### src/buck_seq_defines.vh
// constants for the buck switching sequencer
`ifndef BUCK_SEQ_DEFINES_VH
`define BUCK_SEQ_DEFINES_VH
// top-level states
`define ST_SLEEP     3'h0
`define ST_DRV_UP    3'h1
`define ST_PRECHARGE 3'h2
`define ST_SOFT      3'h3
`define ST_RUN       3'h4
`define ST_BURST     3'h5
// clock rate and timing figures
`define CLK_HZ          20000000
`define F_NORM_HZ       2000000
`define F_SYNC_START_MS 2
`define PERIOD_NORM     (`CLK_HZ / `F_NORM_HZ)
// divide ratios of the period for each frequency mode
`define DIV_FULL   4'h1
`define DIV_HALF   4'h2
`define DIV_FOLD   4'h4
`define DIV_SOFT   4'h4
// soft-start reference
`define REF_ZERO   8'h00
`define REF_FINAL  8'hff
`define REF_NEAR   8'hc0
`endif

### src/buck_switching_sequencer.v
// sequencing, fault inhibit, frequency and sync control of a buck switch
//
// Function
// - undervoltage lockout blocks switching, resets soft-start
// - input overvoltage stops switching
// - fold-up halves frequency until fold-down clears
// - enable low sleeps everything, drive supply too
// - enable raises drive supply before soft-start
// - soft-start ramps reference once drive is good
// - soft-start switches slower until output nears regulation
// - short circuit lowers frequency, keeps retrying
// - overcurrent at lowest fold frequency enters burst
// - own oscillator: sync low at on, high half later
// - slaved to sync input holds sync output low
// - sync following starts no sooner than 2 ms after soft-start
// - sync input rising edge forces one off cycle, then turns switch on
// - missing sync edge reverts to internal oscillator seamlessly
// - any foldback ignores sync input, sync output low
// - drive supply below stop inhibits until above start
// - light load skips switching cycles
// - output precharged delays soft-start until discharged
// - over-temperature inhibits, resets, removes drive, auto-resumes
// - minimum off time each cycle, low input folds back
`timescale 1ns/10ps
`default_nettype none
`include "buck_seq_defines.vh"
module buck_switching_sequencer #(
  parameter PW          = 8,       // period counter width
  parameter RAMP_DIV    = 64,      // cycles per soft-start reference step
  parameter SYNC_TMO    = 200,     // master reassertion timeout, cycles
  parameter BURST_ON    = 2000,    // burst mode active cycles
  parameter BURST_OFF   = 20000,   // burst mode rest cycles
  parameter SYNC_DELAY  = `CLK_HZ / 1000 * `F_SYNC_START_MS  // 2 ms
) (
  // clock and reset
  input  wire          clk_sys_i,
  input  wire          rst_i,
  // enable and fault indications
  input  wire          enable_i,             // enable pin
  input  wire          undervoltage_lockout_i,
  input  wire          overvoltage_stop_i,   // above overvoltage stop level
  input  wire          fold_up_i,            // above fold-up level
  input  wire          fold_down_i,          // still above fold-down level
  input  wire          drive_below_stop_i,   // drive supply under stop level
  input  wire          drive_above_start_i,  // drive supply over start level
  input  wire          over_temp_i,          // thermal shutdown indication
  // loop indications
  input  wire          precharge_high_i,     // feedback above precharge level
  input  wire          short_circuit_i,      // severe overload detected
  input  wire          overcurrent_i,        // current still too high
  input  wire          low_input_i,          // input near dropout
  input  wire          skip_request_i,       // light load: skip this cycle
  input  wire          peak_reached_i,       // current loop ends on time
  // sync link
  input  wire          sync_input_i,
  output reg           sync_output_o,
  // power stage
  output reg           switch_on_o,          // power switch gate command
  output reg           gate_drive_supply_o,  // drive regulator enable
  output reg  [7:0]    soft_ref_o,           // error-amp reference ramp
  output wire          soft_done_o,          // soft-start complete
  output wire          slaved_o              // following sync input
);
  localparam SD_W = 24;            // width of long counters

  reg  [2:0]      state;           // sequencer state
  reg  [2:0]      next_state;
  reg             drive_good;      // drive supply hysteresis latch
  reg             hv_fold;         // high-input halving latch
  reg  [7:0]      ramp_cnt;        // soft-start step prescaler
  reg  [SD_W-1:0] sync_dly;        // sync-enable delay counter
  reg             sync_ok;         // sync allowed after delay
  reg  [SD_W-1:0] sync_tmo;        // cycles since last sync edge
  reg             slaved;          // period owned by sync input
  reg             sync_prev;       // last sync input sample
  reg  [SD_W-1:0] burst_cnt;       // burst on/off timer
  reg             burst_rest;      // burst rest phase
  reg  [3:0]      div;             // current period multiplier
  reg             inhibit;         // any fault blocking switching
  wire            sync_rise;       // sync input rising edge
  wire            any_fold;        // any foldback active
  wire            p_start;         // timer marks
  wire            p_half;
  wire            p_last;
  wire [PW-1:0]   period;
  wire [31:0]     ramp_last;       // final soft-start prescaler count
  wire [31:0]     burst_on_last;   // final count of the burst on phase
  wire [31:0]     burst_off_last;  // final count of the burst rest phase
  wire [31:0]     sync_dly_last;   // final count of the sync delay
  wire [31:0]     sync_tmo_last;   // final count before sync is dropped
  wire            sync_take;       // accepted sync edge, restarts period

  // scale the normal period by the divide ratio
  function [PW-1:0] scale_period;
    input [3:0]  d;
    reg   [31:0] prod;
    begin
      prod         = `PERIOD_NORM * {{28{1'b0}}, d};
      scale_period = prod[PW-1:0];
    end
  endfunction

  assign sync_rise   = sync_input_i && !sync_prev;
  assign any_fold    = (div != `DIV_FULL);
  assign period      = scale_period(div);
  assign soft_done_o = (state == `ST_RUN) || (state == `ST_BURST);
  assign slaved_o    = slaved;
  // terminal counts, kept 32 bits wide and cut on purpose where compared
  assign ramp_last      = RAMP_DIV - 1;
  assign burst_on_last  = BURST_ON - 1;
  assign burst_off_last = BURST_OFF - 1;
  assign sync_dly_last  = SYNC_DELAY - 1;
  assign sync_tmo_last  = SYNC_TMO - 1;
  // a sync edge counts only once allowed and with no foldback
  assign sync_take = sync_rise && sync_ok && !any_fold;

  // combined fault inhibit
  always @* begin
    inhibit = undervoltage_lockout_i
           || overvoltage_stop_i
           || !drive_good
           || over_temp_i;
  end

  // drive supply good latch with stop/start hysteresis
  always @(posedge clk_sys_i) begin
    if (rst_i || !enable_i || over_temp_i) begin
      drive_good <= 1'b0;
    end else if (drive_below_stop_i) begin
      drive_good <= 1'b0;
    end else if (drive_above_start_i) begin
      drive_good <= 1'b1;
    end
  end

  // high-input halving latch
  always @(posedge clk_sys_i) begin
    if (rst_i) begin
      hv_fold <= 1'b0;
    end else if (fold_up_i) begin
      hv_fold <= 1'b1;
    end else if (!fold_down_i) begin
      hv_fold <= 1'b0;
    end
  end

  // sequencer next state
  always @* begin
    next_state = state;
    case (state)
      `ST_SLEEP: begin
        if (enable_i) begin
          next_state = `ST_DRV_UP;
        end
      end
      `ST_DRV_UP: begin
        if (drive_good && !inhibit) begin
          next_state = `ST_PRECHARGE;
        end
      end
      `ST_PRECHARGE: begin
        if (!precharge_high_i) begin
          next_state = `ST_SOFT;
        end
      end
      `ST_SOFT: begin
        if (soft_ref_o == `REF_FINAL) begin
          next_state = `ST_RUN;
        end
      end
      `ST_RUN: begin
        if (div == `DIV_FOLD && overcurrent_i && p_last) begin
          next_state = `ST_BURST;
        end
      end
      `ST_BURST: begin
        if (!overcurrent_i && !burst_rest) begin
          next_state = `ST_RUN;
        end
      end
      default: begin
        next_state = `ST_SLEEP;
      end
    endcase
    if (!enable_i) begin
      next_state = `ST_SLEEP;
    end else if (inhibit && state != `ST_SLEEP) begin
      next_state = `ST_DRV_UP;
    end
  end

  // state register and gate drive supply enable
  always @(posedge clk_sys_i) begin
    if (rst_i) begin
      state               <= `ST_SLEEP;
      gate_drive_supply_o <= 1'b0;
    end else begin
      state               <= next_state;
      gate_drive_supply_o <= enable_i && !over_temp_i;
    end
  end

  // soft-start reference ramp, reset outside soft-start, run and burst
  always @(posedge clk_sys_i) begin
    if (rst_i || state == `ST_SLEEP || state == `ST_DRV_UP ||
        state == `ST_PRECHARGE) begin
      soft_ref_o <= `REF_ZERO;
      ramp_cnt   <= 8'h00;
    end else if (state == `ST_SOFT) begin
      if (ramp_cnt == ramp_last[7:0]) begin
        ramp_cnt   <= 8'h00;
        soft_ref_o <= soft_ref_o + 8'h01;
      end else begin
        ramp_cnt <= ramp_cnt + 8'h01;
      end
    end
  end

  // frequency mode: soft-start, short circuit, low input, high input
  always @(posedge clk_sys_i) begin
    if (rst_i) begin
      div <= `DIV_FULL;
    end else if (p_start) begin
      if (state == `ST_SOFT && soft_ref_o < `REF_NEAR) begin
        div <= `DIV_SOFT;
      end else if (short_circuit_i || low_input_i) begin
        div <= `DIV_FOLD;
      end else if (hv_fold) begin
        div <= `DIV_HALF;
      end else begin
        div <= `DIV_FULL;
      end
    end
  end

  // burst on/off timing
  always @(posedge clk_sys_i) begin
    if (rst_i || state != `ST_BURST) begin
      burst_cnt  <= {SD_W{1'b0}};
      burst_rest <= 1'b0;
    end else if (burst_rest && burst_cnt == burst_off_last[SD_W-1:0]) begin
      burst_cnt  <= {SD_W{1'b0}};
      burst_rest <= 1'b0;
    end else if (!burst_rest && burst_cnt == burst_on_last[SD_W-1:0]) begin
      burst_cnt  <= {SD_W{1'b0}};
      burst_rest <= 1'b1;
    end else begin
      burst_cnt <= burst_cnt + 1'b1;
    end
  end

  // sync enable delay after soft-start completes
  always @(posedge clk_sys_i) begin
    if (rst_i || !soft_done_o) begin
      sync_dly <= {SD_W{1'b0}};
      sync_ok  <= 1'b0;
    end else if (sync_dly == sync_dly_last[SD_W-1:0]) begin
      sync_ok <= 1'b1;
    end else begin
      sync_dly <= sync_dly + 1'b1;
    end
  end

  // sync edge tracking and reassertion timeout
  always @(posedge clk_sys_i) begin
    if (rst_i) begin
      sync_prev <= 1'b0;
      sync_tmo  <= {SD_W{1'b0}};
      slaved    <= 1'b0;
    end else begin
      sync_prev <= sync_input_i;
      if (!sync_ok || any_fold) begin
        slaved   <= 1'b0;
        sync_tmo <= {SD_W{1'b0}};
      end else if (sync_rise) begin
        slaved   <= 1'b1;
        sync_tmo <= {SD_W{1'b0}};
      end else if (sync_tmo == sync_tmo_last[SD_W-1:0]) begin
        slaved <= 1'b0;
      end else begin
        sync_tmo <= sync_tmo + 1'b1;
      end
    end
  end

  // period timer: a taken sync edge restarts the period at once
  period_timer #(
    .W         (PW)
  ) u_timer (
    .clk_sys_i (clk_sys_i),
    .rst_i     (rst_i),
    .restart_i (sync_take),
    .period_i  (period),
    .start_o   (p_start),
    .half_o    (p_half),
    .last_o    (p_last)
  );

  // power switch gate: on at period start, off at peak or min-off slot
  always @(posedge clk_sys_i) begin
    if (rst_i) begin
      switch_on_o <= 1'b0;
    end else if (inhibit || !(state == `ST_SOFT || state == `ST_RUN ||
                 (state == `ST_BURST && !burst_rest))) begin
      switch_on_o <= 1'b0;
    end else if (p_start) begin
      switch_on_o <= !skip_request_i;
    end else if (p_last || peak_reached_i || sync_take) begin
      // a sync edge cuts the period short: force the off slot first
      switch_on_o <= 1'b0;
    end
  end

  // sync output: low at switch on, high half a period later
  always @(posedge clk_sys_i) begin
    if (rst_i) begin
      sync_output_o <= 1'b0;
    end else if (slaved || any_fold || !soft_done_o) begin
      sync_output_o <= 1'b0;
    end else if (p_start) begin
      sync_output_o <= 1'b0;
    end else if (p_half) begin
      sync_output_o <= 1'b1;
    end
  end
endmodule // buck_switching_sequencer
`default_nettype wire

### src/period_timer.v
// switching period timer with half-period and minimum-off marks
`timescale 1ns/10ps
`default_nettype none
module period_timer #(
  parameter W = 8
) (
  // clock and reset
  input  wire         clk_sys_i,
  input  wire         rst_i,
  // control
  input  wire         restart_i,   // begin a new period now
  input  wire [W-1:0] period_i,    // period length in cycles
  // marks
  output reg          start_o,     // first cycle of a period
  output reg          half_o,      // half-period reached
  output reg          last_o       // final (off) cycle of period
);
  reg [W-1:0] count;               // position within period

  // free running counter, reloaded on restart or wrap
  always @(posedge clk_sys_i) begin
    if (rst_i) begin
      count   <= {W{1'b0}};
      start_o <= 1'b0;
      half_o  <= 1'b0;
      last_o  <= 1'b0;
    end else begin
      if (restart_i || count >= period_i - 1'b1) begin
        count   <= {W{1'b0}};
        start_o <= 1'b1;
      end else begin
        count   <= count + 1'b1;
        start_o <= 1'b0;
      end
      half_o <= (count == (period_i >> 1) - 1'b1) && !restart_i;
      last_o <= (count == period_i - 2'd2) && !restart_i;
    end
  end
endmodule // period_timer
`default_nettype wire

### config.mk
export PLATFORM = sky130hd
export DESIGN_NAME = buck_switching_sequencer
export DESIGN_NICKNAME = d
export VERILOG_FILES = /design/src/buck_switching_sequencer.v /design/src/period_timer.v
export VERILOG_INCLUDE_DIRS = /design/src
export SDC_FILE = /design/constraint.sdc
export NUM_CORES = 1
export LEC_CHECK = 0
export BUFFER_PORTS_ARGS = -buffer_cell sky130_fd_sc_hd__buf_2
export CAP_MARGIN = 20
export CORE_ASPECT_RATIO = 0.9
export CORE_MARGIN = 3
export CORE_UTILIZATION = 30
export DETAILED_ROUTE_END_ITERATION = 10
export PLACE_DENSITY = 0.5
export SYNTH_ARGS = -nofsm -noshare
export SYNTH_HDL_FRONTEND = slang
export SYNTH_SLANG_ARGS = --single-unit
### constraint.sdc
create_clock -name clk_sys_i -period 5.05 [get_ports clk_sys_i]
set_input_delay 1.01 -clock clk_sys_i [delete_from_list [all_inputs] [get_ports clk_sys_i]]
set_output_delay 1.01 -clock clk_sys_i [all_outputs]
set_load 0.1 [all_outputs]
# [After elaboration in Yosys (flattened, before gate mapping)]
# Index checks and enable logic that the tools add are counted.
[classes] n_lt_le_gt_ge=2 addsub=9 reduce_logical=66 n_mul=1 mux=18 eq_ne=27 bitwise_logic=1
[op_table] operator="$add 24x1->24 const B" count=3
[op_table] operator="$add 8x1->8 const B" count=3
[op_table] operator="$eq 24x11->1 const B" count=1
[op_table] operator="$eq 24x15->1 const B" count=1
[op_table] operator="$eq 24x16->1 const B" count=1
[op_table] operator="$eq 24x8->1 const B" count=1
[op_table] operator="$logic_or 1x1->1" count=21
[op_table] operator="$mux 3" count=7
[op_table] operator="$ne 3x3->1 const B" count=6
[op_table] operator="$pmux 3 s6" count=1
[op_table] operator="$eq 8x8->1" count=2
[op_table] operator="$logic_and 1x1->1" count=15
[op_table] operator="$logic_not 1->1" count=13
[op_table] operator="$ne 2x2->1 const B" count=6
[op_table] operator="$reduce_or 2->1" count=6
[op_table] operator="$reduce_or 3->1" count=4
[op_table] operator="$reduce_and 5->1" count=2
[op_table] operator="$eq 8x6->1 const B" count=1
[op_table] operator="$eq 8x8->1 const B" count=1
[op_table] operator="$ge 8x8->1" count=1
[op_table] operator="$lt 8x8->1 const B" count=1
[op_table] operator="$mux 1" count=8
[op_table] operator="$mux 8" count=1
[op_table] operator="$sub 7x1->8 const B" count=1
[op_table] operator="other kinds (14)" count=17
[word_totals] word_cells=145 inputBits=17 register_bits=115 out_inout_bits=13

# [Depth between registers and ports, before layout]
[depth] ltp_word=8 ltp_mapped=12 depth_no_buf=12

# [By module]
# A second synthesis with hierarchy kept.
[hier_totals] hier_cells=666 area_unflattened_um2=5749.3
[modules_own_cells] mod="buck_switching_sequencer" cells_per_inst=546 seq_area_each_um2=2062.0 area_per_inst_um2=4705.8 n_inst=1
[modules_own_cells] mod="period_timer" cells_per_inst=120 seq_area_each_um2=220.2 area_per_inst_um2=1043.5 n_inst=1

# [Worst setup path before layout]
# Ideal clock, no wire load.
[synth_timing] path_type="register to register" startpoint="register div[0]" endpoint="register u_timer.count[2]" setup_time_ps=67 path_stages_with_launch=13 path_buffers=0 arrival_time_ps=2525 setup_slack_ps=2457 t_required_ps=4983 period_less_slack_ps=2593 path_cell_list="dfxtp_1 ha_1 ha_1 inv_1 ha_1 nor2_1 o21ai_0 xor2_1 ha_1 a21o_1 a211oi_1 o211ai_1 nor2_1"
[synth_via] elab_chain_len=5 elab_cells_between_ends=8 cone_classes="add/sub (1); mul (1); order compare (1); eq/ne (1); reduce/logical (4)"
[synth_lines] item="start: declaration" line_no="buck_switching_sequencer.v:78" text="reg [3:0] div;"
[synth_lines] item="start signal: assignment" line_no="buck_switching_sequencer.v:222" text="div <= `DIV_FULL;"
[synth_lines] item="start signal: assignment" line_no="buck_switching_sequencer.v:225" text="div <= `DIV_SOFT;"
[synth_lines] item="start signal: assignment" line_no="buck_switching_sequencer.v:227" text="div <= `DIV_FOLD;"
[synth_lines] item="$mul 3x4->7 (no line) / $ne 4x1->1 (equally long branches)"
[synth_lines] item="$sub 8x1->8 / $logic_not 1->1 (equally long branches)" line_no="period_timer.v:28, buck_switching_sequencer.v:115"
[synth_lines] item="$ge 8x8->1 / $logic_and 1x1->1 (equally long branches)" line_no="period_timer.v:28, buck_switching_sequencer.v:115"
[synth_lines] item="$logic_or 1x1->1 *" line_no="period_timer.v:28" text="if (restart_i || count >= period_i - 1'b1) begin"
[synth_lines] item="$reduce_or 2->1 (no line) *"
[synth_lines] item="end signal: assignment" line_no="period_timer.v:23" text="count <= {W{1'b0}};"
[synth_lines] item="end signal: assignment" line_no="period_timer.v:29" text="count <= {W{1'b0}};"
[synth_lines] item="end signal: assignment" line_no="period_timer.v:32" text="count <= count + 1'b1;"
[synth_lines] item="end: declaration" line_no="period_timer.v:18" text="reg [W-1:0] count;"
# Every way passes the cells marked *; elsewhere a longest branch is shown, timed or not.
# A chain may end at the register's enable or synchronous reset.

# [Worst setup path in the final report]
[layout_timing] startpoint="register div[0]" endpoint="register u_timer.count[7]"
# The elaborated chain is that of the path after synthesis.

==> run metrics <==
status complete, no violations; antenna viol nets, final 0; final slew viol count 0; post-DR wirelength/cell 12.7 um; drt total wl 11700 um; Resized cells post-CTS 0; Critical Path RT 5.37 ns; multiplexer share of the synthesized area 0.726%; maximum fanout along the worst path 7; global route overflow 0; setup_tns 0 ns; Seq cells post-synth 114; insertion delay of the later-clocked pin in the worst-skew pair 0.40 ns; vias in the first global route 4417; Area Growth Syn to Fin 16.9%; CTS Hold Buffers Added 0; sequential area share after synthesis 41.4%; Setup Buffers After CTS 0; TritonCTS Buffers 17; via count 4397; Mapped Area 0.00552 sq mm; Worst Path Class, Setup register to register; register area 0.00228 sq mm; syn_nets 675; GRT Resource Usage Total 12.4%; VDD IR-drop max 0.000234 V; path depth of the worst reg2reg path 12; Chip Width 149 um; Final nets 706; asr flop ratio synth 0%; Avg Inst Size Synth 8.66 sq um; clock sinks 114; vias per cell 4.78; startpoint types register; initial antenna violation count 0; R2R Setup Slk 2.05 ns; Max Fclk 334 MHz; worst setup margin 2.05 ns; WHS 0.463 ns; first-pass GRT wire length 20500 um; Final Hold Viols 0; Multi-input gate area 0.00304 sq mm; largest net degree at the start of global routing 28; Clock Skews 0.0102 ns; Hold Path Sink burst_cnt[0]; Std-Cell Rows 46; Final GP Congestion 0.773; drt initial violations 198; hold wc startpoint burst_cnt[0]; CP arrival 3.32 ns; count of cell types in the netlist 55; Tcrit/Tclk final 59.3%; max-capacitance violation count 0; Slew @ Worst Pin 0.929 ns; Post-synth EDFFs 0; Root Buffer clkbuf_16; Reg clk slew, reported paths 0.05 ns; fraction of layout cells with a size suffix above 1 10.4%; Final HPWL DP 8300 um; CTS Buffer Depth 2; final setup vio count 0; core footprint 0.0178 sq mm; drc violations 0; Main synth FF type dfxtp_1; RSZ-0062 raised after global routing false; Post-Synth Simple-Gate Area 29.5%; worst min path class register to register; TritonCTS clock tree done; die area 0.0200 sq mm; Chip Height 135 um; Pwr Total 2.10 mW; post-synthesis xor/xnor area fraction 13.8%; Post-Syn Instances 637; Rel. slew slack 36.5%; Critical Path Sink Type register; main combinational cell family by area after synthesis simple AND/OR/NAND/NOR gates; LEAKAGE 2.20 nW; worst r2r src div[0]; post-synthesis adder-cell area fraction 4.76%; pwr/cell area 326 mW/mm^2; synth warn 0; Hold Path Stages 1; Initial Util 30.9%; n_diodes 0; H-tree depth 4; IO buf count 29; Fillers 1872; first-pass detailed-route iteration total 4; reg2reg end u_timer.count[7]; Place WS 2.11 ns; min Tclk post-route 3.00 ns; post-synthesis compound-gate area fraction 6.33%; Top Ports 30; final core occ 36.1%
cell usage in the layout (no fill, tap or decap), types with 5 or more instances in the layout:
cell type  netlist  layout
or3_1           10      10
clkbuf_16        0      17
dfxtp_1        114     114
xor2_1          34      34
and4_1           6       6
ha_1            21      21
o21ai_0         14      14
inv_1           25      25
nand3_1         30      30
buf_2            3      29
a21oi_1         16      16
nor4_1          14      14
nor3_1          32      32
nand4_1         20      20
clkinv_2         0       6
nand2_1         37      37
and3_1          12      12
xnor2_1         53      53
a21o_1           5       5
nor2_1         115     115
final cells by class:
| type | instances | area share, % |
|---|---|---|
| tap | 240 | 4.66 |
| multi-input combinational | 479 | 47.2 |
| sequential | 114 | 35.4 |
| timing repair buffer | 30 | 2.43 |
| inverter | 26 | 1.51 |
| clock inverter | 11 | 1.75 |
| clock buffer | 20 | 7.08 |
through the flow:
step           cells  cell area, sq um
6_report         920              6450
5_1_grt          920              6450
4_1_cts          919              6430
3_5_place_dp     888              5870
3_3_place_gp     888              5870
2_1_floorplan    637              5520
routing by layer:
metal	part of all wire, %	track usage [%]	vias to the layer above	wire length (um)
met5	0	0	-	0
met4	0.87	4.27	0	102
met3	2.5	3.15	4	289
met2	47	20.2	42	5510
met1	50	15.9	2077	5830
li1	-	-	2274	-
how the worst max path moves through the flow:
| stage | depth (start not counted) | startpoint | end | slack [ns] |
|---|---|---|---|---|
| floorplan | 12 | div[0] | u_timer.count[2] | 2.46 |
| global placement | 12 | div[0] | u_timer.count[5] | 2.22 |
| detailed placement | 11 | div[0] | u_timer.count[6] | 2.11 |
| CTS | 12 | div[0] | u_timer.count[7] | 2.08 |
| global route | 12 | div[0] | u_timer.count[7] | 1.85 |
| finish | 12 | div[0] | u_timer.count[7] | 2.05 |
state kept, by name, summed over array words and instances, names as in the netlist, 3 cells and up:
register and flops:
sync_dly 24, ramp_cnt 8, sync_tmo 24, soft_ref_o 8, u_timer.count 8, burst_cnt 24
div 3, state 3
power by group:
part           total [mW]  internal, mW  switching [mW]
Clock                1.15         0.743           0.404
Sequential          0.914         0.906         0.00750
Combinational      0.0399        0.0196          0.0202
Total                2.10          1.67           0.432
worst max-delay path, stage by stage (launching register included):
cell and delay, ns:
dfxtp_1 0.43, ha_1 0.22, ha_1 0.17, inv_1 0.05
ha_1 0.30, nor2_1 0.10, o21ai_0 0.16, xor2_1 0.20
ha_1 0.32, a21o_1 0.16, a211oi_1 0.31, o211ai_1 0.31
nor2_1 0.19
cells by family (layout without fill, tap and decap cells):
logic type / Yosys count / in the layout
xor+xnor: 87 / 87
buf+inv: 44 / 87
mux: 4 / 4
flops: 114 / 114
fa+ha+maj: 21 / 21
simple gates: 312 / 312
compound gates: 55 / 55
synth_stat cells (5+ instances only):
cell	instances	area, sq um
clkbuf_1	11	41.3
inv_1	25	93.8
and4_1	6	52.6
nand2_1	37	139
nand3_1	30	150
or3_1	10	62.6
xnor2_1	53	464
ha_1	21	263
o21ai_0	14	70.1
a21o_1	5	37.5
a21oi_1	16	80.1
nor2_1	115	432
and3_1	12	75.1
nand4_1	20	125
nor4_1	14	87.6
nor3_1	32	160
xor2_1	34	298
dfxtp_1	114	2280
Power figures use the tool's default switching activity.
